File: src/sild_params.svh
// constants of the serial-in latched driver
`ifndef SILD_PARAMS_SVH
`define SILD_PARAMS_SVH
`define SILD_STAGES      10
`define SILD_FIFO_DEPTH  8
`define SILD_SYNC_RST    1'h0
`define SILD_REG_RST     10'h000
`endif

File: src/sild_pkg.sv
// types of the serial-in latched driver
package sild_pkg;
   // pin group as driven by the controller
   typedef struct packed {
      logic sclk;
      logic ser_in;
      logic load;
      logic blank;
   } sild_pins_s;
endpackage

File: src/sild_driver.sv
// serial-in latched driver: pin sampling, bit FIFO, shift stages, latches, blanking
`timescale 1ns/100ps
`include "sild_params.svh"

// ----------------------------------------------------------------------------
// bit FIFO
// ----------------------------------------------------------------------------
module sild_fifo
   import sild_pkg::*;
#(
   parameter int WIDTH = 1,
   parameter int DEPTH = `SILD_FIFO_DEPTH
)(
   input  wire logic             clk,
   input  wire logic             rst_n,
   input  wire logic             in_valid,
   output      logic             in_ready,
   input  wire logic [WIDTH-1:0] in_data,
   output      logic             out_valid,
   input  wire logic             out_ready,
   output      logic [WIDTH-1:0] out_data
);
   localparam int AW = $clog2(DEPTH);

   logic [WIDTH-1:0] mem_r [DEPTH];
   logic [AW-1:0]    wr_ptr_r;
   logic [AW-1:0]    rd_ptr_r;
   logic [AW:0]      count_r;
   logic             push;
   logic             pop;

   function automatic logic [AW-1:0] ptr_inc(input logic [AW-1:0] p);
      ptr_inc = (p == AW'(DEPTH - 1)) ? '0 : p + 1'b1;
   endfunction

   assign in_ready  = (count_r != (AW+1)'(DEPTH));
   assign out_valid = (count_r != '0);
   assign out_data  = mem_r[rd_ptr_r];
   assign push      = in_valid && in_ready;
   assign pop       = out_valid && out_ready;

   always_ff @(posedge clk) begin
      if (push) begin
         mem_r[wr_ptr_r] <= in_data;
      end
   end

   always_ff @(posedge clk or negedge rst_n) begin
      if (!rst_n) begin
         wr_ptr_r <= '0;
         rd_ptr_r <= '0;
         count_r  <= '0;
      end else begin
         if (push) begin
            wr_ptr_r <= ptr_inc(wr_ptr_r);
         end
         if (pop) begin
            rd_ptr_r <= ptr_inc(rd_ptr_r);
         end
         count_r <= count_r + (AW+1)'(push) - (AW+1)'(pop);
      end
   end
endmodule

// ----------------------------------------------------------------------------
// top
// ----------------------------------------------------------------------------
module sild_driver
   import sild_pkg::*;
#(
   parameter int STAGES     = `SILD_STAGES,
   parameter int FIFO_DEPTH = `SILD_FIFO_DEPTH
)(
   input  wire logic              sys_clk,
   input  wire logic              nrst,
   input  wire sild_pins_s        pins,
   output      logic [STAGES-1:0] drv_out,
   output      logic              ser_out,
   output      logic              shift_ready
);
   logic              rst_meta_r;
   logic              rst_n_r;
   sild_pins_s        pins_meta_r;
   sild_pins_s        pins_sync_r;
   logic              sclk_prev_r;
   logic              sclk_rise;
   logic              bit_valid;
   logic              bit_data;
   logic              bit_pop;
   logic [STAGES-1:0] stage_r;
   logic [STAGES-1:0] stage_nxt;
   logic [STAGES-1:0] latch_r;
   logic [STAGES-1:0] out_r;

   // ----------------------------------------------------------------------
   // reset release and pin sampling
   // ----------------------------------------------------------------------
   always_ff @(posedge sys_clk or negedge nrst) begin
      if (!nrst) begin
         rst_meta_r <= `SILD_SYNC_RST;
         rst_n_r    <= `SILD_SYNC_RST;
      end else begin
         rst_meta_r <= 1'h1;
         rst_n_r    <= rst_meta_r;
      end
   end

   // the shift clock is a plain pin here, so it is sampled like data
   always_ff @(posedge sys_clk or negedge rst_n_r) begin
      if (!rst_n_r) begin
         pins_meta_r <= '0;
         pins_sync_r <= '0;
         sclk_prev_r <= 1'h0;
      end else begin
         pins_meta_r <= pins;
         pins_sync_r <= pins_meta_r;
         sclk_prev_r <= pins_sync_r.sclk;
      end
   end

   // data and clock share the same two-stage delay, so setup at the pin
   // carries over to the sampled edge
   assign sclk_rise = pins_sync_r.sclk && !sclk_prev_r;

   // ----------------------------------------------------------------------
   // bit FIFO between edge capture and shift stages
   // ----------------------------------------------------------------------
   sild_fifo #(
      .WIDTH (1),
      .DEPTH (FIFO_DEPTH)
   ) sild_fifo_i (
      .clk       (sys_clk),
      .rst_n     (rst_n_r),
      .in_valid  (sclk_rise),
      .in_ready  (shift_ready),
      .in_data   (pins_sync_r.ser_in),
      .out_valid (bit_valid),
      // drain always ready: the FIFO only absorbs the skew between edge and shift
      .out_ready (1'h1),
      .out_data  (bit_data)
   );

   assign bit_pop = bit_valid;

   // ----------------------------------------------------------------------
   // shift stages
   // ----------------------------------------------------------------------
   always_comb begin
      stage_nxt = stage_r;
      if (bit_pop) begin
         stage_nxt = {stage_r[STAGES-2:0], bit_data};
      end
   end

   always_ff @(posedge sys_clk or negedge rst_n_r) begin
      if (!rst_n_r) begin
         stage_r <= STAGES'(`SILD_REG_RST);
      end else begin
         stage_r <= stage_nxt;
      end
   end

   assign ser_out = stage_r[STAGES-1];

   // ----------------------------------------------------------------------
   // latches and blanking
   // ----------------------------------------------------------------------
   // blanking is deliberately absent from the latch enable
   always_ff @(posedge sys_clk or negedge rst_n_r) begin
      if (!rst_n_r) begin
         latch_r <= STAGES'(`SILD_REG_RST);
      end else if (pins_sync_r.load) begin
         latch_r <= stage_r;
      end
   end

   always_ff @(posedge sys_clk or negedge rst_n_r) begin
      if (!rst_n_r) begin
         out_r <= STAGES'(`SILD_REG_RST);
      end else if (pins_sync_r.blank) begin
         out_r <= '0;
      end else begin
         out_r <= latch_r;
      end
   end

   assign drv_out = out_r;

   // ----------------------------------------------------------------------
   // assertions
   // ----------------------------------------------------------------------
   property p_first_stage;
      @(posedge sys_clk) disable iff (!rst_n_r)
      bit_pop |=> stage_r[0] == $past(bit_data);
   endproperty
   a_first_stage: assert property (p_first_stage)
      else $error("first stage missed the serial bit");

   property p_stage_move;
      @(posedge sys_clk) disable iff (!rst_n_r)
      bit_pop |=> stage_r[STAGES-1:1] == $past(stage_r[STAGES-2:0]);
   endproperty
   a_stage_move: assert property (p_stage_move)
      else $error("stages did not move toward cascade output");

   property p_cascade;
      @(posedge sys_clk) disable iff (!rst_n_r)
      bit_pop |=> ser_out == $past(stage_r[STAGES-2]);
   endproperty
   a_cascade: assert property (p_cascade)
      else $error("cascade output not last stage");

   property p_follow;
      @(posedge sys_clk) disable iff (!rst_n_r)
      pins_sync_r.load |=> latch_r == $past(stage_r);
   endproperty
   a_follow: assert property (p_follow)
      else $error("latch did not follow stage while loading");

   property p_hold;
      @(posedge sys_clk) disable iff (!rst_n_r)
      !pins_sync_r.load ##1 !pins_sync_r.load |=> $stable(latch_r);
   endproperty
   a_hold: assert property (p_hold)
      else $error("latch changed while load low");

   property p_blank_off;
      @(posedge sys_clk) disable iff (!rst_n_r)
      pins_sync_r.blank |=> drv_out == '0;
   endproperty
   a_blank_off: assert property (p_blank_off)
      else $error("output high while blanked");

   property p_blank_keeps;
      @(posedge sys_clk) disable iff (!rst_n_r)
      pins_sync_r.blank && !pins_sync_r.load |=> latch_r == $past(latch_r);
   endproperty
   a_blank_keeps: assert property (p_blank_keeps)
      else $error("blanking disturbed latch");

   property p_unblank;
      @(posedge sys_clk) disable iff (!rst_n_r)
      !pins_sync_r.blank |=> drv_out == $past(latch_r);
   endproperty
   a_unblank: assert property (p_unblank)
      else $error("output does not match latch");

   property p_idle;
      @(posedge sys_clk) disable iff (!rst_n_r)
      !bit_pop |=> $stable(stage_r) && $stable(ser_out);
   endproperty
   a_idle: assert property (p_idle)
      else $error("stages moved without a clock edge");

   property p_edge_to_shift;
      @(posedge sys_clk) disable iff (!rst_n_r)
      sclk_rise && shift_ready |-> ##1 bit_pop;
   endproperty
   a_edge_to_shift: assert property (p_edge_to_shift)
      else $error("sampled clock edge did not reach stages");

   property p_no_drop;
      @(posedge sys_clk) disable iff (!rst_n_r)
      sclk_rise |-> shift_ready;
   endproperty
   a_no_drop: assert property (p_no_drop)
      else $error("sampled clock edge found the bit FIFO full");

   // end to end: the bit seen with the edge lands in stage 0 two cycles on
   property p_pin_to_stage;
      @(posedge sys_clk) disable iff (!rst_n_r)
      sclk_rise |=> ##1 stage_r[0] == $past(pins_sync_r.ser_in, 2);
   endproperty
   a_pin_to_stage: assert property (p_pin_to_stage)
      else $error("serial bit lost between pin and first stage");

   property p_shift_needs_edge;
      @(posedge sys_clk) disable iff (!rst_n_r)
      bit_pop |-> $past(sclk_rise);
   endproperty
   a_shift_needs_edge: assert property (p_shift_needs_edge)
      else $error("shift without a preceding clock edge");

   property p_blank_load;
      @(posedge sys_clk) disable iff (!rst_n_r)
      pins_sync_r.blank && pins_sync_r.load |=> latch_r == $past(stage_r);
   endproperty
   a_blank_load: assert property (p_blank_load)
      else $error("blanking blocked latch loading");

   property p_steady;
      @(posedge sys_clk) disable iff (!rst_n_r)
      !pins_sync_r.blank && !pins_sync_r.load ##1 !pins_sync_r.blank |=> $stable(drv_out);
   endproperty
   a_steady: assert property (p_steady)
      else $error("output moved while latch held and unblanked");
endmodule

File: config.mk
export PLATFORM = sky130hd
export DESIGN_NAME = sild_driver
export DESIGN_NICKNAME = d
export VERILOG_FILES = /design/src/sild_pkg.sv /design/src/sild_driver.sv
export VERILOG_INCLUDE_DIRS = /design/src
export SDC_FILE = /design/constraint.sdc
export NUM_CORES = 1
export LEC_CHECK = 0
export BUFFER_PORTS_ARGS = -buffer_cell sky130_fd_sc_hd__clkbuf_2
export CAP_MARGIN = 20
export CORE_ASPECT_RATIO = 0.75
export CORE_UTILIZATION = 40
export CTS_CLUSTER_SIZE = 40
export DETAILED_ROUTE_END_ITERATION = 16
export PLACE_DENSITY = 0.56
export SLEW_MARGIN = 0
export SYNTH_ARGS = -nofsm -noshare
export SYNTH_HDL_FRONTEND = slang
export SYNTH_SLANG_ARGS = --single-unit
export TNS_END_PERCENT = 20
File: constraint.sdc
create_clock -name sys_clk -period 4.7 [get_ports sys_clk]
set_input_delay 0.235 -clock sys_clk [delete_from_list [all_inputs] [get_ports sys_clk]]
set_output_delay 0.235 -clock sys_clk [all_outputs]
set_load 0.1 [all_outputs]
-- Yosys cells after proc, flatten, opt, wreduce, memory -nomap -nowiden
Memory sizes are Yosys's and may differ from the RTL's. A register that Yosys moved wholly into a read port is not among the register bits.
Cells that the tools add are included.
- input bits: 6
- logic and storage cells: 35
- bits in latches: 0
- bits in registers: 51
- output and inout bits: 12
- memories: 1
- memory bits (writable): 8
- bits in read-only memories: 0
- $mul: 0
- $lt $le $gt $ge: 0
- mux-type cells: 5
- bitwise logic cells: 0
- eq/ne operators: 3
- $add $sub $neg: 4
- shifts and indexed selects: 0
- divide/modulo/power cells: 0
- reduce and logical (&&, ||, !) cells: 5
- memory list (memory ; words ; bits a word ; rd ports ; clocked after memory_dff ; wr ports ; RTL line ; text):
    sild_fifo_i.mem_r ; 8 ; 1 ; 1 ; 1 ; 1 ; sild_driver.sv:25 ; logic [WIDTH-1:0] mem_r [DEPTH];
- operators with widths (operator ; count):
    10-bit 2-to-1 mux ; 1
    3-bit by 1-bit adder with 3-bit output (second input constant) ; 2
    3-bit == test (second input constant) ; 2
    3-bit 2-to-1 mux ; 2
    4-bit by 1-bit adder with 4-bit output ; 1
    4-bit != test (second input constant) ; 1
    4-bit nonzero test ; 1
    4-bit by 1-bit subtractor with 4-bit output ; 1
    1-bit logical AND ; 2
    1-bit logical NOT ; 2
    1-bit 2-to-1 mux ; 2

-- Longest topological paths before layout
- depth in word-level cells: 5
- mapped depth: 11
- depth with buffers taken out: 10

-- Cells and area by module
A second synthesis with hierarchy kept.
- cells, all modules: 142
- area, all modules: 2348.5 um2
- by module, submodules not included (module ; area an instance (um2) ; instances ; cells an instance ; sequential area each (um2)):
    sild_driver ; 1421.4 ; 1 ; 75 ; 1026.0
    sild_fifo ; 927.1 ; 1 ; 67 ; 490.5

-- Worst setup path before layout
Ideal clock, no wire load.
- kind: register -> register
- from: register sild_fifo_i.count_r[2]
- to: register sild_fifo_i.count_r[2]
- path buffers: 1
- path slack: 2.490 ns
- clock period less this slack: 2.210 ns
- data required time: 4.578 ns
- library setup time: 0.122 ns
- arrival time: 2.088 ns
- stages on the path, launching flop included: 11
- cells stage by stage: dfrtp_1 -> inv_1 -> ha_1 -> nor3b_4 -> buf_6 -> inv_1 -> ha_1 -> inv_1 -> ha_1 -> fa_1 -> xor2_1
- cells in the longest elaborated chain, start to end: 4
- elaborated cells on any way between the ends: 5
- classes of those cells: add/sub (2); eq/ne (1); reduce/logical (2)
- RTL lines (what ; RTL line ; text):
    start: declaration ; sild_driver.sv:28 ; logic [AW:0] count_r;
    start signal: assignment ; sild_driver.sv:60 ; count_r <= count_r + (AW+1)'(push) - (AW+1)'(pop);
    4-bit != test ; sild_driver.sv:36 ; assign in_ready = (count_r != (AW+1)'(DEPTH));
    1-bit logical AND ; sild_driver.sv:39 ; assign push = in_valid && in_ready;
    4-bit by 1-bit adder with 4-bit output ; sild_driver.sv:60 ;
    4-bit by 1-bit subtractor with 4-bit output * ; sild_driver.sv:60 ;
Every way passes the cells marked *; elsewhere a longest branch is shown, timed or not.
A chain may end at the register's enable or synchronous reset.

-- Worst setup path after layout
Same ends and word-level chain as after synthesis.

==> run summary <==
Total routed wirelength -> 3080 µm
Postcts setup bufs -> 0
Initial Utilization -> 0.422
Post-Route Skew -> 7.07 ps
Vias in the first global route -> 1,145
Synthesis-to-layout area growth -> 19.3%
Fill cell count -> 467
Gr usage total -> 0.126
Arrival @ worst endpoint -> 2770 ps
Setup TNS -> 0 ps
LEAKAGE -> 0.00124 µW
Syn nets -> 163
Clk buf depth -> 2
Mapped Cells -> 146
Wirelength per Cell -> 12.0 µm
Final nets -> 194
Drt pass-1 iters -> 4
Placed cells -> 235
DR iter-0 viols -> 44
DIE AREA -> 0.00605 mm²
Flop-to-flop setup slack -> 2160 ps
Clock-pin slew on the worst setup and hold paths -> 70 ps
Io pins -> 18
Period minus WS final -> 2540 ps
RSZ-0062 raised after global routing -> no
Final Setup Violations -> 0
Initial antenna violation count -> 0
R2r endpoint -> sild_fifo_i.count_r[2]
First-pass GRT wire length -> 5260 µm
Ys Warns -> 0
Least-Margin Pin Slew -> 737 ps
CTS Buf Count -> 9
Relative slew slack -> 0.508
H-tree lvl count -> 3
Register area share after synthesis -> 0.660
Worst-path maximum fanout -> 16
Die Y -> 67.6 µm
Post-Layout Cell Count -> 257
Skew-Pair Late Insertion Delay -> 340 ps
I/O Buffers -> 17
Vias -> 1,170
Status -> complete, no violations
Vias per std cell -> 4.55
Power Density -> 726 mW/mm²
CP startpoint kind -> flip-flop
DRC Markers -> 0
Reg2reg start -> sild_fifo_i.count_r[2]
FFs w/ async S/R, synth -> 0.864
Syn avg cell area -> 15.7 µm²
Clock sinks -> 59
# diodes -> 0
Largest net degree at the start of global routing -> 50
Final ANT Viol Nets -> 0
Worst r2r path cells -> 9
CTS tree -> built
Top achievable clock speed -> 0.394 GHz
Core Area -> 0.00544 mm²
Detail Placement HPWL -> 2060 µm
Crit Path Class -> flip-flop to flip-flop
Worst Hold Class -> flip-flop to asynchronous set/reset pin
Worst VDD drop -> 0.000293 V
Die width -> 89.5 µm
Fin. Hold Viols -> 0
Fraction of layout cells with a size suffix above 1 -> 0.357
GR Overflow Total -> 0
Top FF cell, synth -> dfrtp_1
Number of max-cap violations -> 0
Crit end category -> flip-flop
Final cycle utilization of the critical path -> 0.540
Placer Congestion -> 0.701
Root Buffer -> clkbuf_8
EDFF count, synth -> 8
Synthesized cell area -> 0.00230 mm²
Distinct cells, synth -> 26
Yosys reg bits -> 59
Row Count -> 23
Final Max Slew Viols -> 0
Req. time, crit path -> 4930 ps
[cell families (layout without fill, tap and decap cells)]
logic type	after synthesis	in the layout	share of synthesized area
flip-flops	59	59	0.660
multiplexers	29	29	0.145
AND/OR/NAND/NOR	29	29	0.0844
adder cells (fa/ha/maj)	11	11	0.0632
buffers and inverters	11	47	0.0251
AO/OA/AOI/OAI	4	4	0.0131
XOR/XNOR	2	2	0.00763
other	1	1	0.00163
[where the power goes]
part | internal, µW | switching (µW) | total, µW
combinational | 265 | 399 | 664
sequential | 691 | 127 | 817
clock | 301 | 207 | 508
[placed cells by master (no fill, tap or decap), drive strengths merged]
cell type    instances
dfrtp               51
clkbuf              26
mux2                24
nor2b               11
inv                 11
ha                  10
edfxtp               8
nor3                 5
dlygate4sd3          5
nor2                 4
mux2i                4
xor2                 2
nand2                2
nand2b               2
bufinv               2
a21o                 2
or3b                 1
nand3b               1
nor3b                1
a21oi                1
nand4b               1
nor4                 1
mux4                 1
o21ai                1
fa                   1
clkinvlp             1
clkinv               1
buf                  1
conb                 1
[worst max-delay path by stage]
stage	from	to	slack, ps
finish	sild_fifo_i.count_r[2]	sild_fifo_i.count_r[2]	2160
CTS	sild_fifo_i.count_r[2]	sild_fifo_i.count_r[2]	2130
global route	sild_fifo_i.count_r[2]	sild_fifo_i.count_r[2]	2010
floorplan	sild_fifo_i.count_r[2]	sild_fifo_i.count_r[2]	2490
detailed placement	sild_fifo_i.count_r[2]	sild_fifo_i.count_r[2]	2140
global placement	sild_fifo_i.count_r[2]	sild_fifo_i.count_r[2]	2240
[layout make-up]
cell class / count / area (µm²) / area share
inverter: 8 / 30.0 / 0.0110
multi-input combinational: 76 / 723 / 0.264
tap: 75 / 93.8 / 0.0342
clock buffer: 9 / 124 / 0.0452
sequential: 59 / 1520 / 0.554
clock inverter: 7 / 97.6 / 0.0356
timing repair buffer: 23 / 155 / 0.0566
[layer usage]
metal  global-route usage  routed length, µm  part of all wire
met5                    0                  0                 0
met2                0.181               1420              0.46
met3               0.0697                119             0.039
met1                0.148               1460              0.47
met4               0.0774                 82             0.027
[synth_stat cells, drive strengths merged, types with 2 or more instances]
library cell  instances  share of area
dfrtp                51           0.56
buf                   3          0.012
nor2                  4         0.0065
mux2                 24           0.12
nor2b                11          0.030
ha                   10          0.054
inv                   8          0.013
nand2b                2         0.0054
mux2i                 4          0.017
nand2                 2         0.0033
a21o                  2         0.0071
xor2                  2         0.0076
nor3                  5          0.011
edfxtp                8           0.10
[flip-flops by register name, summed over array words and instances, names as in the netlist]
register              cells
stage_r                  10
rst_meta_r                1
sclk_prev_r               1
rst_n_r                   1
sild_fifo_i.rd_ptr_r      3
pins_meta_r               4
sild_fifo_i.wr_ptr_r      3
latch_r                  10
drv_out                  10
sild_fifo_i.count_r       4
pins_sync_r               4
sild_fifo_i.mem_r         8
[stage by stage]
stage | area [µm²] | utilization | worst slack, ps | power (µW) | hold slack, ps
2_1_floorplan | 2300 | - | 2490 | 1380 | -60.6
3_3_place_gp | 2450 | 0.450 | 2240 | 1460 | 19.7
3_5_place_dp | 2450 | 0.450 | 2140 | 1500 | 24.0
4_1_cts | 2720 | 0.500 | 2130 | 2020 | 187
5_1_grt | 2740 | 0.504 | 2010 | 2120 | 169
6_report | 2740 | 0.504 | 2160 | 1990 | 137
[worst max-delay path: stages (launching register included)]
cell,delay (ps)
dfrtp_1,360
inv_1,100
ha_1,170
nor3b_4,640
inv_1,100
ha_1,300
inv_1,40
ha_1,200
fa_1,380
xor2_1,150
[what timing repair did]
item | CTS | global route
endpoints found under the hold margin | 6 | 0
resized for setup | 0 | 0
hold buffers | 5 | 0
No activity file was read; power rests on OpenSTA's default activity.
